--- src/common/charge_time_pkg.sv ---
// Register map, field positions and constants of the charge-time unit
package charge_time_pkg;
	// Byte addresses of the registers
	localparam logic [7:0] ADDR_CTRL_HIGH = 8'h00;
	localparam logic [7:0] ADDR_CTRL_LOW  = 8'h04;
	localparam logic [7:0] ADDR_CURRENT   = 8'h08;
	localparam logic [7:0] ADDR_IRQ_STAT  = 8'h0C;
	localparam logic [7:0] ADDR_IRQ_EN    = 8'h10;
	localparam logic [7:0] ADDR_IRQ_CLR   = 8'h14;
	localparam logic [7:0] ADDR_STATUS    = 8'h18;
	// control_high_reg fields
	localparam int MODULE_ENABLE_BIT = 7;
	localparam int IDLE_STOP_BIT     = 5;
	localparam int DELAY_GEN_BIT     = 4;
	localparam int EDGE_ENABLE_BIT   = 3;
	localparam int EDGE_SEQ_BIT      = 2;
	localparam int SOURCE_GROUND_BIT = 1;
	localparam int TRIGGER_BIT       = 0;
	localparam logic [7:0] CTRL_HIGH_MASK = 8'hBF;
	// control_low_reg fields
	localparam int EDGE_TWO_STAT_BIT = 1;
	localparam int EDGE_ONE_STAT_BIT = 0;
	// Current register range field, 00 means source off
	localparam int RANGE_LSB = 0;
	localparam logic [1:0] RANGE_OFF = 2'h0;
	// Interrupt events
	localparam int IRQ_PULSE_DONE = 0;
	localparam int IRQ_ABORTED    = 1;
	localparam int IRQ_WIDTH      = 2;
	localparam logic [7:0] RESET_BYTE = 8'h00;
	localparam logic [31:0] READ_ZERO = 32'h0000_0000;
	typedef enum logic [1:0] {GEN_IDLE, GEN_CHARGE, GEN_PULSE} gen_state_e;
endpackage

--- src/rtl/charge_time_unit.sv ---
// Digital control of the charge-time measurement unit with APB registers
// How it works
// RL1: Absolute capacitance: software sets edge one, waits, clears it, then converts.
// RL2: Source charges the node while edge one set and edge two clear.
// RL3: Relative sensing needs no calibration; lower voltage means larger capacitance.
// RL4: Time measurement: edge one starts charging, edge two stops it.
// RL5: Delay generation runs only when its enable bit is set, output on pulse pin.
// RL6: In delay mode, charge the pulse capacitor until comparator two trips, then pulse.
// RL7: Software sets up comparator, reference, unit, then edge one, in that order.
// RL8: Pulse width comes from the capacitor charge, not the system clock; here the charge sets only the pulse start, edge-one clear ends it.
// RL9: Any Sleep mode disables the current source unconditionally.
// RL10: An operation cut by Sleep is not completed; its result flagged invalid.
// RL11: Stop-in-idle is bit 5 of control high; cleared keeps unit running in Idle.
// RL12: Stop-in-idle set: Idle disables source, operation treated as Sleep-aborted.
// RL13: Shortest times: software selects an unconnected converter channel.
// RL14: Unit operates only while the module enable bit is set.
// RL15: Source ground bit connects the source output to ground.
// RL16: Reset clears all unit registers; unit disabled, source off.
//
// Chosen here: register access over APB and the placing of the registers.
module charge_time_unit (
	input  wire logic        clk,
	input  wire logic        rstn,
	input  wire logic        psel,
	input  wire logic        penable,
	input  wire logic        pwrite,
	input  wire logic [7:0]  paddr,
	input  wire logic [31:0] pwdata,
	output logic      [31:0] prdata,
	output logic             pready,
	output logic             pslverr,
	input  wire logic        sleep_req,
	input  wire logic        idle_req,
	input  wire logic        comparator_two_out,
	output logic             source_connect,
	output logic             source_ground,
	output logic [7:0]       current_setting,
	output logic             pulse_output_pin,
	output logic             adc_trigger,
	output logic             irq
);
	logic [7:0] control_high_reg;
	logic [7:0] control_low_reg;
	logic [7:0] current_reg;
	logic [charge_time_pkg::IRQ_WIDTH-1:0] irq_stat;
	logic [charge_time_pkg::IRQ_WIDTH-1:0] irq_en;
	logic [1:0] sleep_sync;
	logic [1:0] idle_sync;
	logic [1:0] cmp_sync;
	logic       cmp_q;
	logic       result_invalid;
	charge_time_pkg::gen_state_e gen_state;

	wire logic wr = psel && penable && pwrite;
	wire logic enabled = control_high_reg[charge_time_pkg::MODULE_ENABLE_BIT];
	wire logic delay_mode = control_high_reg[charge_time_pkg::DELAY_GEN_BIT];
	wire logic edge_one = control_low_reg[charge_time_pkg::EDGE_ONE_STAT_BIT];
	wire logic edge_two = control_low_reg[charge_time_pkg::EDGE_TWO_STAT_BIT];
	// Idle only stops the source when stop-in-idle is set
	wire logic halted = sleep_sync[1] || // RL9
		(idle_sync[1] && control_high_reg[charge_time_pkg::IDLE_STOP_BIT]); // RL11 RL12
	wire logic source_off =
		current_reg[charge_time_pkg::RANGE_LSB +: 2] == charge_time_pkg::RANGE_OFF;
	wire logic next_connect =
		enabled && !halted && !source_off && edge_one && !edge_two; // RL2 RL4 RL14
	wire logic cmp_rise = cmp_sync[1] && !cmp_q;
	wire logic [charge_time_pkg::IRQ_WIDTH-1:0] next_events;
	wire logic abort_event = halted && source_connect; // RL10 RL12

	// Pin inputs pass two flops
	always_ff @(posedge clk or negedge rstn) begin
		if (!rstn) begin
			sleep_sync <= 2'h0;
			idle_sync  <= 2'h0;
			cmp_sync   <= 2'h0;
			cmp_q      <= 1'b0;
		end else begin
			sleep_sync <= {sleep_sync[0], sleep_req};
			idle_sync  <= {idle_sync[0], idle_req};
			cmp_sync   <= {cmp_sync[0], comparator_two_out};
			cmp_q      <= cmp_sync[1];
		end
	end

	// Control registers; reset clears everything
	always_ff @(posedge clk or negedge rstn) begin
		if (!rstn) begin
			control_high_reg <= charge_time_pkg::RESET_BYTE; // RL16
			control_low_reg  <= charge_time_pkg::RESET_BYTE; // RL16
			current_reg      <= charge_time_pkg::RESET_BYTE; // RL16
			irq_en           <= '0;
		end else if (wr) begin
			case (paddr)
				charge_time_pkg::ADDR_CTRL_HIGH:
					control_high_reg <= pwdata[7:0] & charge_time_pkg::CTRL_HIGH_MASK;
				charge_time_pkg::ADDR_CTRL_LOW: control_low_reg <= pwdata[7:0];
				charge_time_pkg::ADDR_CURRENT: current_reg <= pwdata[7:0];
				charge_time_pkg::ADDR_IRQ_EN: irq_en <= pwdata[charge_time_pkg::IRQ_WIDTH-1:0];
				default: ;
			endcase
		end
	end

	// Delay generation: charge until comparator trips, then pulse until next edge-one clear
	always_ff @(posedge clk or negedge rstn) begin
		if (!rstn) begin
			gen_state        <= charge_time_pkg::GEN_IDLE;
			pulse_output_pin <= 1'b0;
		end else begin
			case (gen_state)
				charge_time_pkg::GEN_IDLE: begin
					pulse_output_pin <= 1'b0;
					if (enabled && delay_mode && edge_one && !halted) // RL5 RL6
						gen_state <= charge_time_pkg::GEN_CHARGE;
				end
				charge_time_pkg::GEN_CHARGE: begin
					if (halted || !enabled || !delay_mode || !edge_one) begin
						gen_state <= charge_time_pkg::GEN_IDLE; // RL10
					end else if (cmp_rise) begin
						gen_state        <= charge_time_pkg::GEN_PULSE; // RL6
						pulse_output_pin <= 1'b1; // RL8
					end
				end
				charge_time_pkg::GEN_PULSE: begin
					if (!edge_one || !enabled || !delay_mode) begin
						gen_state        <= charge_time_pkg::GEN_IDLE;
						pulse_output_pin <= 1'b0;
					end
				end
				default: gen_state <= charge_time_pkg::GEN_IDLE;
			endcase
		end
	end

	// Analog controls
	always_ff @(posedge clk or negedge rstn) begin
		if (!rstn) begin
			source_connect  <= 1'b0;
			source_ground   <= 1'b0;
			current_setting <= charge_time_pkg::RESET_BYTE;
			adc_trigger     <= 1'b0;
		end else begin
			// Pulse state stops charging so the capacitor holds at trip point
			source_connect <= next_connect && gen_state != charge_time_pkg::GEN_PULSE; // RL2 RL9
			source_ground  <= enabled && control_high_reg[charge_time_pkg::SOURCE_GROUND_BIT]; // RL15
			current_setting <= current_reg;
			adc_trigger <= enabled && control_high_reg[charge_time_pkg::TRIGGER_BIT]
				&& source_connect && !next_connect;
		end
	end

	assign next_events = {abort_event, cmp_rise && gen_state == charge_time_pkg::GEN_CHARGE};

	// Sticky events; set wins over clear
	always_ff @(posedge clk or negedge rstn) begin
		if (!rstn) begin
			irq_stat       <= '0;
			result_invalid <= 1'b0;
			irq            <= 1'b0;
		end else begin
			irq_stat <= (irq_stat & ~((wr && paddr == charge_time_pkg::ADDR_IRQ_CLR)
				? pwdata[charge_time_pkg::IRQ_WIDTH-1:0] : '0)) | next_events;
			if (abort_event)
				result_invalid <= 1'b1; // RL10
			else if (next_connect)
				result_invalid <= 1'b0;
			irq <= |(((irq_stat | next_events)) & irq_en);
		end
	end

	// APB slave, zero wait states
	always_ff @(posedge clk or negedge rstn) begin
		if (!rstn) begin
			prdata  <= charge_time_pkg::READ_ZERO;
			pready  <= 1'b0;
			pslverr <= 1'b0;
		end else begin
			pready  <= psel && !penable;
			pslverr <= 1'b0;
			prdata  <= charge_time_pkg::READ_ZERO;
			if (psel && !penable) begin
				case (paddr)
					charge_time_pkg::ADDR_CTRL_HIGH: prdata[7:0] <= control_high_reg;
					charge_time_pkg::ADDR_CTRL_LOW: prdata[7:0] <= control_low_reg;
					charge_time_pkg::ADDR_CURRENT: prdata[7:0] <= current_reg;
					charge_time_pkg::ADDR_IRQ_STAT: prdata[charge_time_pkg::IRQ_WIDTH-1:0] <= irq_stat;
					charge_time_pkg::ADDR_IRQ_EN: prdata[charge_time_pkg::IRQ_WIDTH-1:0] <= irq_en;
					charge_time_pkg::ADDR_IRQ_CLR: ;
					charge_time_pkg::ADDR_STATUS:
						prdata[3:0] <= {result_invalid, pulse_output_pin, source_connect, halted};
					default: pslverr <= 1'b1;
				endcase
			end
		end
	end

	// Low power: a halt must take the source off one edge after it is seen
	a_sleep_kills_source: assert property ( // RL9
		@(posedge clk) disable iff (!rstn)
		sleep_sync[1] |=> !source_connect)
		else $error("source on during sleep");
	a_halt_no_start: assert property ( // RL9
		@(posedge clk) disable iff (!rstn)
		halted && gen_state == charge_time_pkg::GEN_IDLE |=> gen_state == charge_time_pkg::GEN_IDLE)
		else $error("delay started while halted");
	a_idle_stop_source: assert property ( // RL12
		@(posedge clk) disable iff (!rstn)
		idle_sync[1] && control_high_reg[charge_time_pkg::IDLE_STOP_BIT] |=> !source_connect)
		else $error("source on in idle with stop set");
	a_idle_blocks_start: assert property ( // RL12
		@(posedge clk) disable iff (!rstn)
		idle_sync[1] && control_high_reg[charge_time_pkg::IDLE_STOP_BIT]
		&& gen_state == charge_time_pkg::GEN_IDLE |=> gen_state == charge_time_pkg::GEN_IDLE)
		else $error("delay started in stopped idle");
	a_idle_keeps_running: assert property ( // RL11
		@(posedge clk) disable iff (!rstn)
		!sleep_sync[1] && !control_high_reg[charge_time_pkg::IDLE_STOP_BIT] && next_connect
		&& gen_state != charge_time_pkg::GEN_PULSE |=> source_connect)
		else $error("source off though allowed");
	a_abort_flag: assert property ( // RL10
		@(posedge clk) disable iff (!rstn)
		abort_event |=> result_invalid && irq_stat[charge_time_pkg::IRQ_ABORTED])
		else $error("abort not flagged");
	a_invalid_sticky: assert property ( // RL10
		@(posedge clk) disable iff (!rstn)
		result_invalid && !next_connect |=> result_invalid)
		else $error("invalid flag lost");

	// Charging follows the edge status bits, enable and range; grounding follows enable and the ground bit
	a_charge_edges: assert property ( // RL2
		@(posedge clk) disable iff (!rstn)
		source_connect |-> $past(edge_one && !edge_two))
		else $error("charge without edge one");
	a_edge_one_stops: assert property ( // RL2
		@(posedge clk) disable iff (!rstn)
		!edge_one |=> !source_connect)
		else $error("charge without edge one set");
	a_range_off_idle: assert property ( // RL2
		@(posedge clk) disable iff (!rstn)
		source_off |=> !source_connect)
		else $error("charge with range off");
	a_trigger_at_stop: assert property ( // RL2
		@(posedge clk) disable iff (!rstn)
		adc_trigger |-> $past(source_connect) && !source_connect)
		else $error("trigger not at end of charge");
	a_edge_two_stops: assert property ( // RL4
		@(posedge clk) disable iff (!rstn)
		edge_two |=> !source_connect)
		else $error("edge two did not stop charge");
	a_enable_needed: assert property ( // RL14
		@(posedge clk) disable iff (!rstn)
		!enabled |=> !source_connect && !source_ground)
		else $error("disabled unit active");
	a_ground_bit: assert property ( // RL15
		@(posedge clk) disable iff (!rstn)
		enabled && control_high_reg[charge_time_pkg::SOURCE_GROUND_BIT] |=> source_ground)
		else $error("ground bit ignored");
	a_ground_off: assert property ( // RL15
		@(posedge clk) disable iff (!rstn)
		!control_high_reg[charge_time_pkg::SOURCE_GROUND_BIT] |=> !source_ground)
		else $error("ground without ground bit");

	// Delay generation: pulse only from a trip in the charge state
	a_pulse_needs_mode: assert property ( // RL5
		@(posedge clk) disable iff (!rstn)
		$rose(pulse_output_pin) |-> $past(delay_mode && cmp_rise))
		else $error("pulse without trip");
	a_mode_gates_pulse: assert property ( // RL5
		@(posedge clk) disable iff (!rstn)
		!delay_mode |=> !pulse_output_pin)
		else $error("pulse with delay mode off");
	a_idle_no_pulse: assert property ( // RL5
		@(posedge clk) disable iff (!rstn)
		gen_state == charge_time_pkg::GEN_IDLE |=> !pulse_output_pin)
		else $error("pulse from idle state");
	a_disabled_no_pulse: assert property ( // RL14
		@(posedge clk) disable iff (!rstn)
		!enabled |=> !pulse_output_pin)
		else $error("pulse while disabled");
	a_trip_pulse: assert property ( // RL6
		@(posedge clk) disable iff (!rstn)
		gen_state == charge_time_pkg::GEN_CHARGE && cmp_rise && !halted && enabled && delay_mode
		&& edge_one |=> pulse_output_pin)
		else $error("no pulse on trip");
	a_trip_needs_charge: assert property ( // RL6
		@(posedge clk) disable iff (!rstn)
		$rose(pulse_output_pin) |-> $past(gen_state == charge_time_pkg::GEN_CHARGE))
		else $error("pulse outside charge state");
	a_trip_flag: assert property ( // RL6
		@(posedge clk) disable iff (!rstn)
		gen_state == charge_time_pkg::GEN_CHARGE && cmp_rise
		|=> irq_stat[charge_time_pkg::IRQ_PULSE_DONE])
		else $error("trip not flagged");
	a_pulse_stops_charge: assert property ( // RL8
		@(posedge clk) disable iff (!rstn)
		gen_state == charge_time_pkg::GEN_PULSE |=> !source_connect)
		else $error("charging during pulse");
	a_pulse_holds: assert property ( // RL8
		@(posedge clk) disable iff (!rstn)
		gen_state == charge_time_pkg::GEN_PULSE && edge_one && enabled && delay_mode
		|=> pulse_output_pin)
		else $error("pulse ended early");

	// Main scenarios
	c_charge: cover property (@(posedge clk) disable iff (!rstn) $rose(source_connect));
	c_pulse: cover property (@(posedge clk) disable iff (!rstn) $rose(pulse_output_pin));
	c_abort: cover property (@(posedge clk) disable iff (!rstn) abort_event);
	c_irq: cover property (@(posedge clk) disable iff (!rstn) $rose(irq));
	c_trigger: cover property (@(posedge clk) disable iff (!rstn) adc_trigger);
endmodule

--- config.mk ---
export PLATFORM = sky130hd
export DESIGN_NAME = charge_time_unit
export DESIGN_NICKNAME = d
export VERILOG_FILES = /design/src/common/charge_time_pkg.sv /design/src/rtl/charge_time_unit.sv
export SDC_FILE = /design/constraint.sdc
export NUM_CORES = 1
export LEC_CHECK = 0
export BUFFER_PORTS_ARGS = -buffer_cell sky130_fd_sc_hd__buf_2
export CELL_PAD_IN_SITES_DETAIL_PLACEMENT = 1
export CELL_PAD_IN_SITES_GLOBAL_PLACEMENT = 2
export CORE_MARGIN = 2
export CORE_UTILIZATION = 33
export DETAILED_ROUTE_END_ITERATION = 7
export GPL_ROUTABILITY_DRIVEN = 1
export HOLD_SLACK_MARGIN = 0.15
export PLACE_DENSITY = 0.83
export SKIP_LAST_GASP = 1
export SYNTH_ARGS = -nofsm -noshare
export SYNTH_HDL_FRONTEND = slang
export SYNTH_SLANG_ARGS = --single-unit
--- constraint.sdc ---
create_clock -name clk -period 2.94 [get_ports clk]
set_input_delay 0.147 -clock clk [delete_from_list [all_inputs] [get_ports clk]]
set_output_delay 0.147 -clock clk [all_outputs]
set_load 0.005 [all_outputs]
==> results of run 1 <==
[final timing paths]
kind | start | to | slack [ns] | cells after the start
max in group asynchronous | rstn | current_reg[6] | 1.75 | 3
max | psel | control_high_reg[0] | 0.92 | 6
min | penable | pready | 0.20 | 3
max reg2reg | control_high_reg[5] | pulse_output_pin | 1.63 | 3
min in group asynchronous | rstn | adc_trigger | 0.47 | 2
min reg2reg | idle_sync[0] | idle_sync[1] | 0.35 | 0
[Yosys cell counts, types with 2 or more instances]
| library cell | instances | share of area |
|---|---|---|
| o21ai_0 | 7 | 0.014 |
| or4b_1 | 2 | 0.0078 |
| mux2_2 | 24 | 0.11 |
| a22oi_1 | 2 | 0.0059 |
| buf_4 | 24 | 0.070 |
| mux2i_1 | 5 | 0.020 |
| inv_1 | 4 | 0.0059 |
| a21oi_1 | 8 | 0.016 |
| nor2_2 | 2 | 0.0049 |
| mux4_2 | 2 | 0.018 |
| nor3_1 | 4 | 0.0078 |
| mux2_4 | 2 | 0.012 |
| a21o_1 | 2 | 0.0059 |
| nor2_1 | 17 | 0.025 |
| nand3_1 | 5 | 0.0098 |
| nor2b_1 | 3 | 0.0073 |
| nand3b_1 | 2 | 0.0059 |
| dfrtp_1 | 60 | 0.59 |
| nand2_1 | 8 | 0.012 |
| and2_0 | 2 | 0.0049 |
[cells by family (layout without fill, tap and decap cells)]
kind of cell,count (synthesis),after routing,share of synthesized area
AOI/OAI and AO/OA,24,24,0.0572
other,1,24,0.00147
and+or+nand+nor,55,55,0.119
buffers and inverters,31,83,0.0812
muxes,33,33,0.155
DFF,60,60,0.587
[area by class of cell]
cell class	instances	area [um^2]	share of cell area
Sequential cell	60	1500	0.472
Timing Repair Buffer	63	395	0.124
Clock buffer	12	155	0.0488
Multi-Input combinational cell	136	936	0.294
Tap cell	102	128	0.0402
Inverter	4	15.0	0.00472
Clock inverter	4	47.5	0.0150
[stage by stage]
step / instance area [um^2] / worst slack [ns] / power [W] / util / hold slack [ns]
2_1_floorplan: 2650 / 1.29 / 0.000916 / - / -0.149
3_3_place_gp: 2830 / 0.892 / 0.000942 / 0.371 / 0.256
3_5_place_dp: 2830 / 0.874 / 0.000946 / 0.371 / 0.257
4_1_cts: 3180 / 0.937 / 0.00172 / 0.418 / 0.194
5_1_grt: 3180 / 0.867 / 0.00177 / 0.418 / 0.255
6_report: 3180 / 0.925 / 0.00169 / 0.418 / 0.199
[per-layer routing]
| metal | vias up | global-route usage |
|---|---|---|
| li1 | 805 | - |
| met1 | 851 | 0.191 |
| met2 | 50 | 0.228 |
| met3 | 9 | 0.0403 |
| met4 | 0 | 0.0560 |
| met5 | - | 0 |
[power groups by stage]
stage	Sequential (W)	Clock, W	Combinational [W]
6_report	0.000845	0.000750	0.0000996
5_1_grt	0.000846	0.000813	0.000113
4_1_cts	0.000845	0.000773	0.000101
3_5_place_dp	0.000860	0	0.0000855
3_3_place_gp	0.000859	0	0.0000827
2_1_floorplan	0.000859	0	0.0000576
[worst max-delay path, delay by kind of cell]
kind,cells,cell delay (ns)
buffers and inverters,2,0.65
multiplexers,1,0.41
AND/OR/NAND/NOR,3,1.03
[placed cells by master, fill, tap and decap left out, types with 3 or more instances in the layout]
cell type	count
dfrtp_1	60
nand2_1	8
nor3_1	4
o21ai_0	7
mux2_2	24
nand3_1	5
dlygate4sd3_1	15
a21oi_1	8
buf_2	46
nor2b_1	3
inv_1	4
mux2i_1	5
nor2_1	17
conb_1	24
clkbuf_8	11
==> impl_results.md, run 1 <==
- Htree depth: 3
- Die Wd: 92.1 um
- Final nets: 322
- Status: finished, final reports clean
- Seq/Total Area, Yosys: 0.587
- Non-filler cells, final: 381
- Reg power frac: 0.499
- Top Layer Used: met4
- Met2 WL: 2.86 mm
- Clk_lat worst skew: 0.34 ns
- DR vias: 1715
- Pre-antenna DRT Iters: 4
- # IOs: 95
- Post-route clock period utilization: 0.686
- LEAKAGE: 1.61 nW
- Pint: 0.00131 W
- Congestion Overflow GR: 0
- Crit-path cells: dlygate4sd3_1, buf_2, nand3_1, nand3b_1, nor3_2, mux2_2
- Layout filler cell count: 851
- CTS buffer count: 9
- Post-route minimum period: 2.02 ns
- Tightest Pin Transition: 0.829 ns
- Port Buffers: 46
- # hold bufs at CTS: 15
- Die Y-Extent: 92.1 um
- FF+latch count, synth: 60
- Setup violators final: 0
- Pin count of the biggest net entering global routing: 38
- Yosys warning count: 0
- Power density cells: 533 nW/um^2
- Initial DRC Count: 62
- Post-synth ARST share: 1.00
- Max-Cap Viols: 0
- Peak VDD IR: 0.000215 V
- Routed met3 length: 252 um
- Antenna Nets Post-Route: 0
- Initial core utilization: 0.336
- Slew headroom: 0.447
- Layout cell share with drive strength beyond 1: 0.348
- Wire per inst: 14.9 um
- Rows: 32
- Drt drc: 0
- Vias per Instance: 4.50
- Area grow syn2layout: 24.2%
- Fin. max-slew vios: 0
- Synth Cell Area: 2560 um^2
- Clock Root Buffer: clkbuf_8
- Routed wire length: 5.67 mm
- Crit Path Class: in -> reg
- CP startpoint kind: primary input
- Syn_area_per_cell: 12.5 um^2
- CTS tree: yes
- CP endpoint kind: register
- Resize count post-CTS: 0
- CP max-delay cell: nor3_2
- Initial antenna violation count: 0
- Core Area: 7610 um^2
- Mapped Cells: 204
- Critical Path Fanout Max: 7
- Die Area: 8470 um^2
- TritonCTS sink count: 60
- Crit-path max cell delay: 0.62 ns
- Combinational fraction of design power: 0.059
- Distinct cells, synth: 39
- Unrepaired setup endpoints after global routing: false
- Clk network pwr share: 0.443
- Cells after DPL: 350
- Final Hold Fails: 0
- Max Fclk: 0.496 GHz
- DP Wirelength: 3.96 mm
- Routability cong.: 0.737
- Net switching power: 0.000380 W
- Clock slew at reported path FFs: 0.07 ns
- Clock buffer depth: 2
- Top_reg_cell synth: dfrtp_1
- Sw frac: 0.224
- Final TNS setup: 0 ns
- Vias in the first global route: 1768
- Antenna diode count: 0
- Post CTS Setup Buffer Count: 0
- Critical path required time: 3.16 ns
- Gr usage total: 0.145
- Worst Skew: 0.00917 ns
- First-pass GRT wire length: 9.23 mm
- M1 wire length: 2.49 mm
- Number of enable flip-flop cells after synthesis: 0
- Hold crit path type: in -> reg
- Arrival @ worst endpoint: 2.24 ns
Power figures use the tool's default switching activity.
==> run 2: changes to the inputs <==
--- a/config.mk
+++ b/config.mk
@@ -9,11 +9,11 @@
 export CELL_PAD_IN_SITES_DETAIL_PLACEMENT = 1
 export CELL_PAD_IN_SITES_GLOBAL_PLACEMENT = 2
 export CORE_MARGIN = 2
-export CORE_UTILIZATION = 33
+export CORE_UTILIZATION = 28
 export DETAILED_ROUTE_END_ITERATION = 7
 export GPL_ROUTABILITY_DRIVEN = 1
 export HOLD_SLACK_MARGIN = 0.15
-export PLACE_DENSITY = 0.83
+export PLACE_DENSITY = 0.75
 export SKIP_LAST_GASP = 1
 export SYNTH_ARGS = -nofsm -noshare
 export SYNTH_HDL_FRONTEND = slang
==> constraint.sdc (replaced) <==
create_clock -name clk -period 1.65 [get_ports clk]
set_input_delay 0.0825 -clock clk [delete_from_list [all_inputs] [get_ports clk]]
set_output_delay 0.0825 -clock clk [all_outputs]
set_load 0.005 [all_outputs]
==> run 2 against run 1 <==
Effect of this change: setup slack worse by 0.82 ns; cell count up 4.5%; critical path depth increased by 2; sequential power rose by 79%; wire length up 7.7%; worst hold slack got worse by 0.019 ns; largest cell class unchanged; largest power group unchanged.
==> impl_results.md, run 2 (same netlist as run 1, synthesis figures left out) <==
- Post-route clock period utilization: 0.934
- Wire per inst: 15.3 um
- Tightest Pin Transition: 0.560 ns
- Initial core utilization: 0.291
- Final Cell Area: 3300 um^2
- Antenna Nets Post-Route: 0
- Final worst setup slack: 0.108 ns
- Antenna diode count: 0
- Critical path required time: 1.88 ns
- LEAKAGE: 1.66 nW
- Hold_sp: paddr[6]
- Pre-antenna DRT Iters: 4
- Peak VDD IR: 0.000588 V
- Clock buffer depth: 2
- Reg-to-Reg Start: control_high_reg[5]
- Worst Reg-to-Reg Cells: 3
- Die Wd: 99.6 um
- Clock Root Buffer: clkbuf_8
- Final nets: 333
- Crit Path Class: in -> reg
- CTS tree: yes
- Gr usage total: 0.132
- Clock slew at reported path FFs: 0.07 ns
- Arrival @ worst endpoint: 1.77 ns
- Fin. max-slew vios: 0
- Final TNS setup: 0 ns
- Routed wire length: 6.10 mm
- Setup violators final: 0
- Critical Path Fanout Max: 7
- DP Wirelength: 4.33 mm
- CTS buffer count: 9
- Power density cells: 905 nW/um^2
- Final Hold Fails: 0
- Core Area: 8810 um^2
- Congestion Overflow GR: 0
- DR vias: 1790
- Layout filler cell count: 978
- Vias per Instance: 4.50
- Worst Skew: 0.00489 ns
- Commonest non-fill, non-tap cell in the layout: dfrtp_1
- CP endpoint kind: register
- Clk_lat worst skew: 0.34 ns
- CP startpoint kind: primary input
- Post-route minimum period: 1.54 ns
- Final core occ: 0.374
- # IOs: 95
- Slew headroom: 0.627
- Min Hold Slack: 0.180 ns
- First-pass GRT wire length: 9.81 mm
- Placed Area: 2930 um^2
- Htree depth: 3
- Critical Path Source: paddr[4]
- Initial antenna violation count: 0
- Dpl ws: -0.0548 ns
- Initial DRC Count: 68
- Drt drc: 0
- Unrepaired setup endpoints after global routing: false
- Vias in the first global route: 1903
- Commonest cells after routing, fill and taps aside: dfrtp_1, buf_2, mux2_2, conb_1
- Port Buffers: 46
- Hold path depth: 4
- Die Y-Extent: 99.6 um
- Rows: 34
- TritonCTS sink count: 60
- Max-Cap Viols: 0
- Status: finished, final reports clean
- Hold crit path type: in -> reg
- Routability cong.: 0.797
- Area grow syn2layout: 28.8%
- Die Area: 9920 um^2
- Max Fclk: 0.649 GHz
- Pin count of the biggest net entering global routing: 40
- Layout cell share with drive strength beyond 1: 0.376
-- run 2: cell types whose count changed in the layout (fill, tap and decap cells not counted), sizes merged --
cell	previous run	this run
buf	48	57
clkbuf	12	9
clkinv	2	3
clkinvlp	1	3
dlygate4sd3	15	17
-- run 2: final timing paths --
path / to / slack [ns]
setup / recovery: control_high_reg[0] / 0.11
hold / removal: pslverr / 0.18
setup reg to reg: pulse_output_pin / 0.29
hold reg to reg: sleep_sync[1] / 0.35
max in group asynchronous: control_high_reg[0] / 0.80
min in group asynchronous: source_ground / 0.26
-- run 2: per-stage QoR --
step	total power [W]	cells
floorplan	0.00163	227
global placement	0.00169	365
detailed placement	0.00170	365
CTS	0.00304	398
global route	0.00312	398
finish	0.00298	398
-- run 2: routing by layer --
| layer | GRT usage | up-vias | share of wire |
|---|---|---|---|
| li1 | - | 826 | - |
| met1 | 0.160 | 902 | 0.44 |
| met2 | 0.217 | 55 | 0.50 |
| met3 | 0.0527 | 7 | 0.055 |
| met4 | 0.0411 | 0 | 0.0088 |
| met5 | 0 | - | 0 |
-- run 2: report_power, final --
| part | switching, W | internal, W |
|---|---|---|
| Sequential | 0.0000112 | 0.00149 |
| Clock | 0.000593 | 0.000687 |
| Combinational | 0.000109 | 0.0000872 |
-- run 2: cell type report --
class / instances / area, um^2 / share of cell area
Clock inverter: 7 / 67.6 / 0.0205
Multi-Input combinational cell: 136 / 941 / 0.285
Timing Repair Buffer: 74 / 512 / 0.155
Inverter: 4 / 15.0 / 0.00456
Sequential cell: 60 / 1500 / 0.456
Clock buffer: 9 / 124 / 0.0376
Tap cell: 108 / 135 / 0.0410
-- run 2: what timing repair did --
action / 4_1_cts / 5_1_grt
hold endpoints to repair: 56 / 0
endpoints found under the setup margin: 0 / 7
setup buffers: 0 / 0
gates resized for setup: 0 / 3
hold buffers: 17 / 0
-- run 2: worst max-delay path, cell delays in order --
cell           delay [ns]
buf_2                0.10
dlygate4sd3_1        0.55
buf_4                0.14
inv_2                0.05
nand3b_1             0.15
nor3_2               0.16
buf_6                0.18
mux2_2               0.34
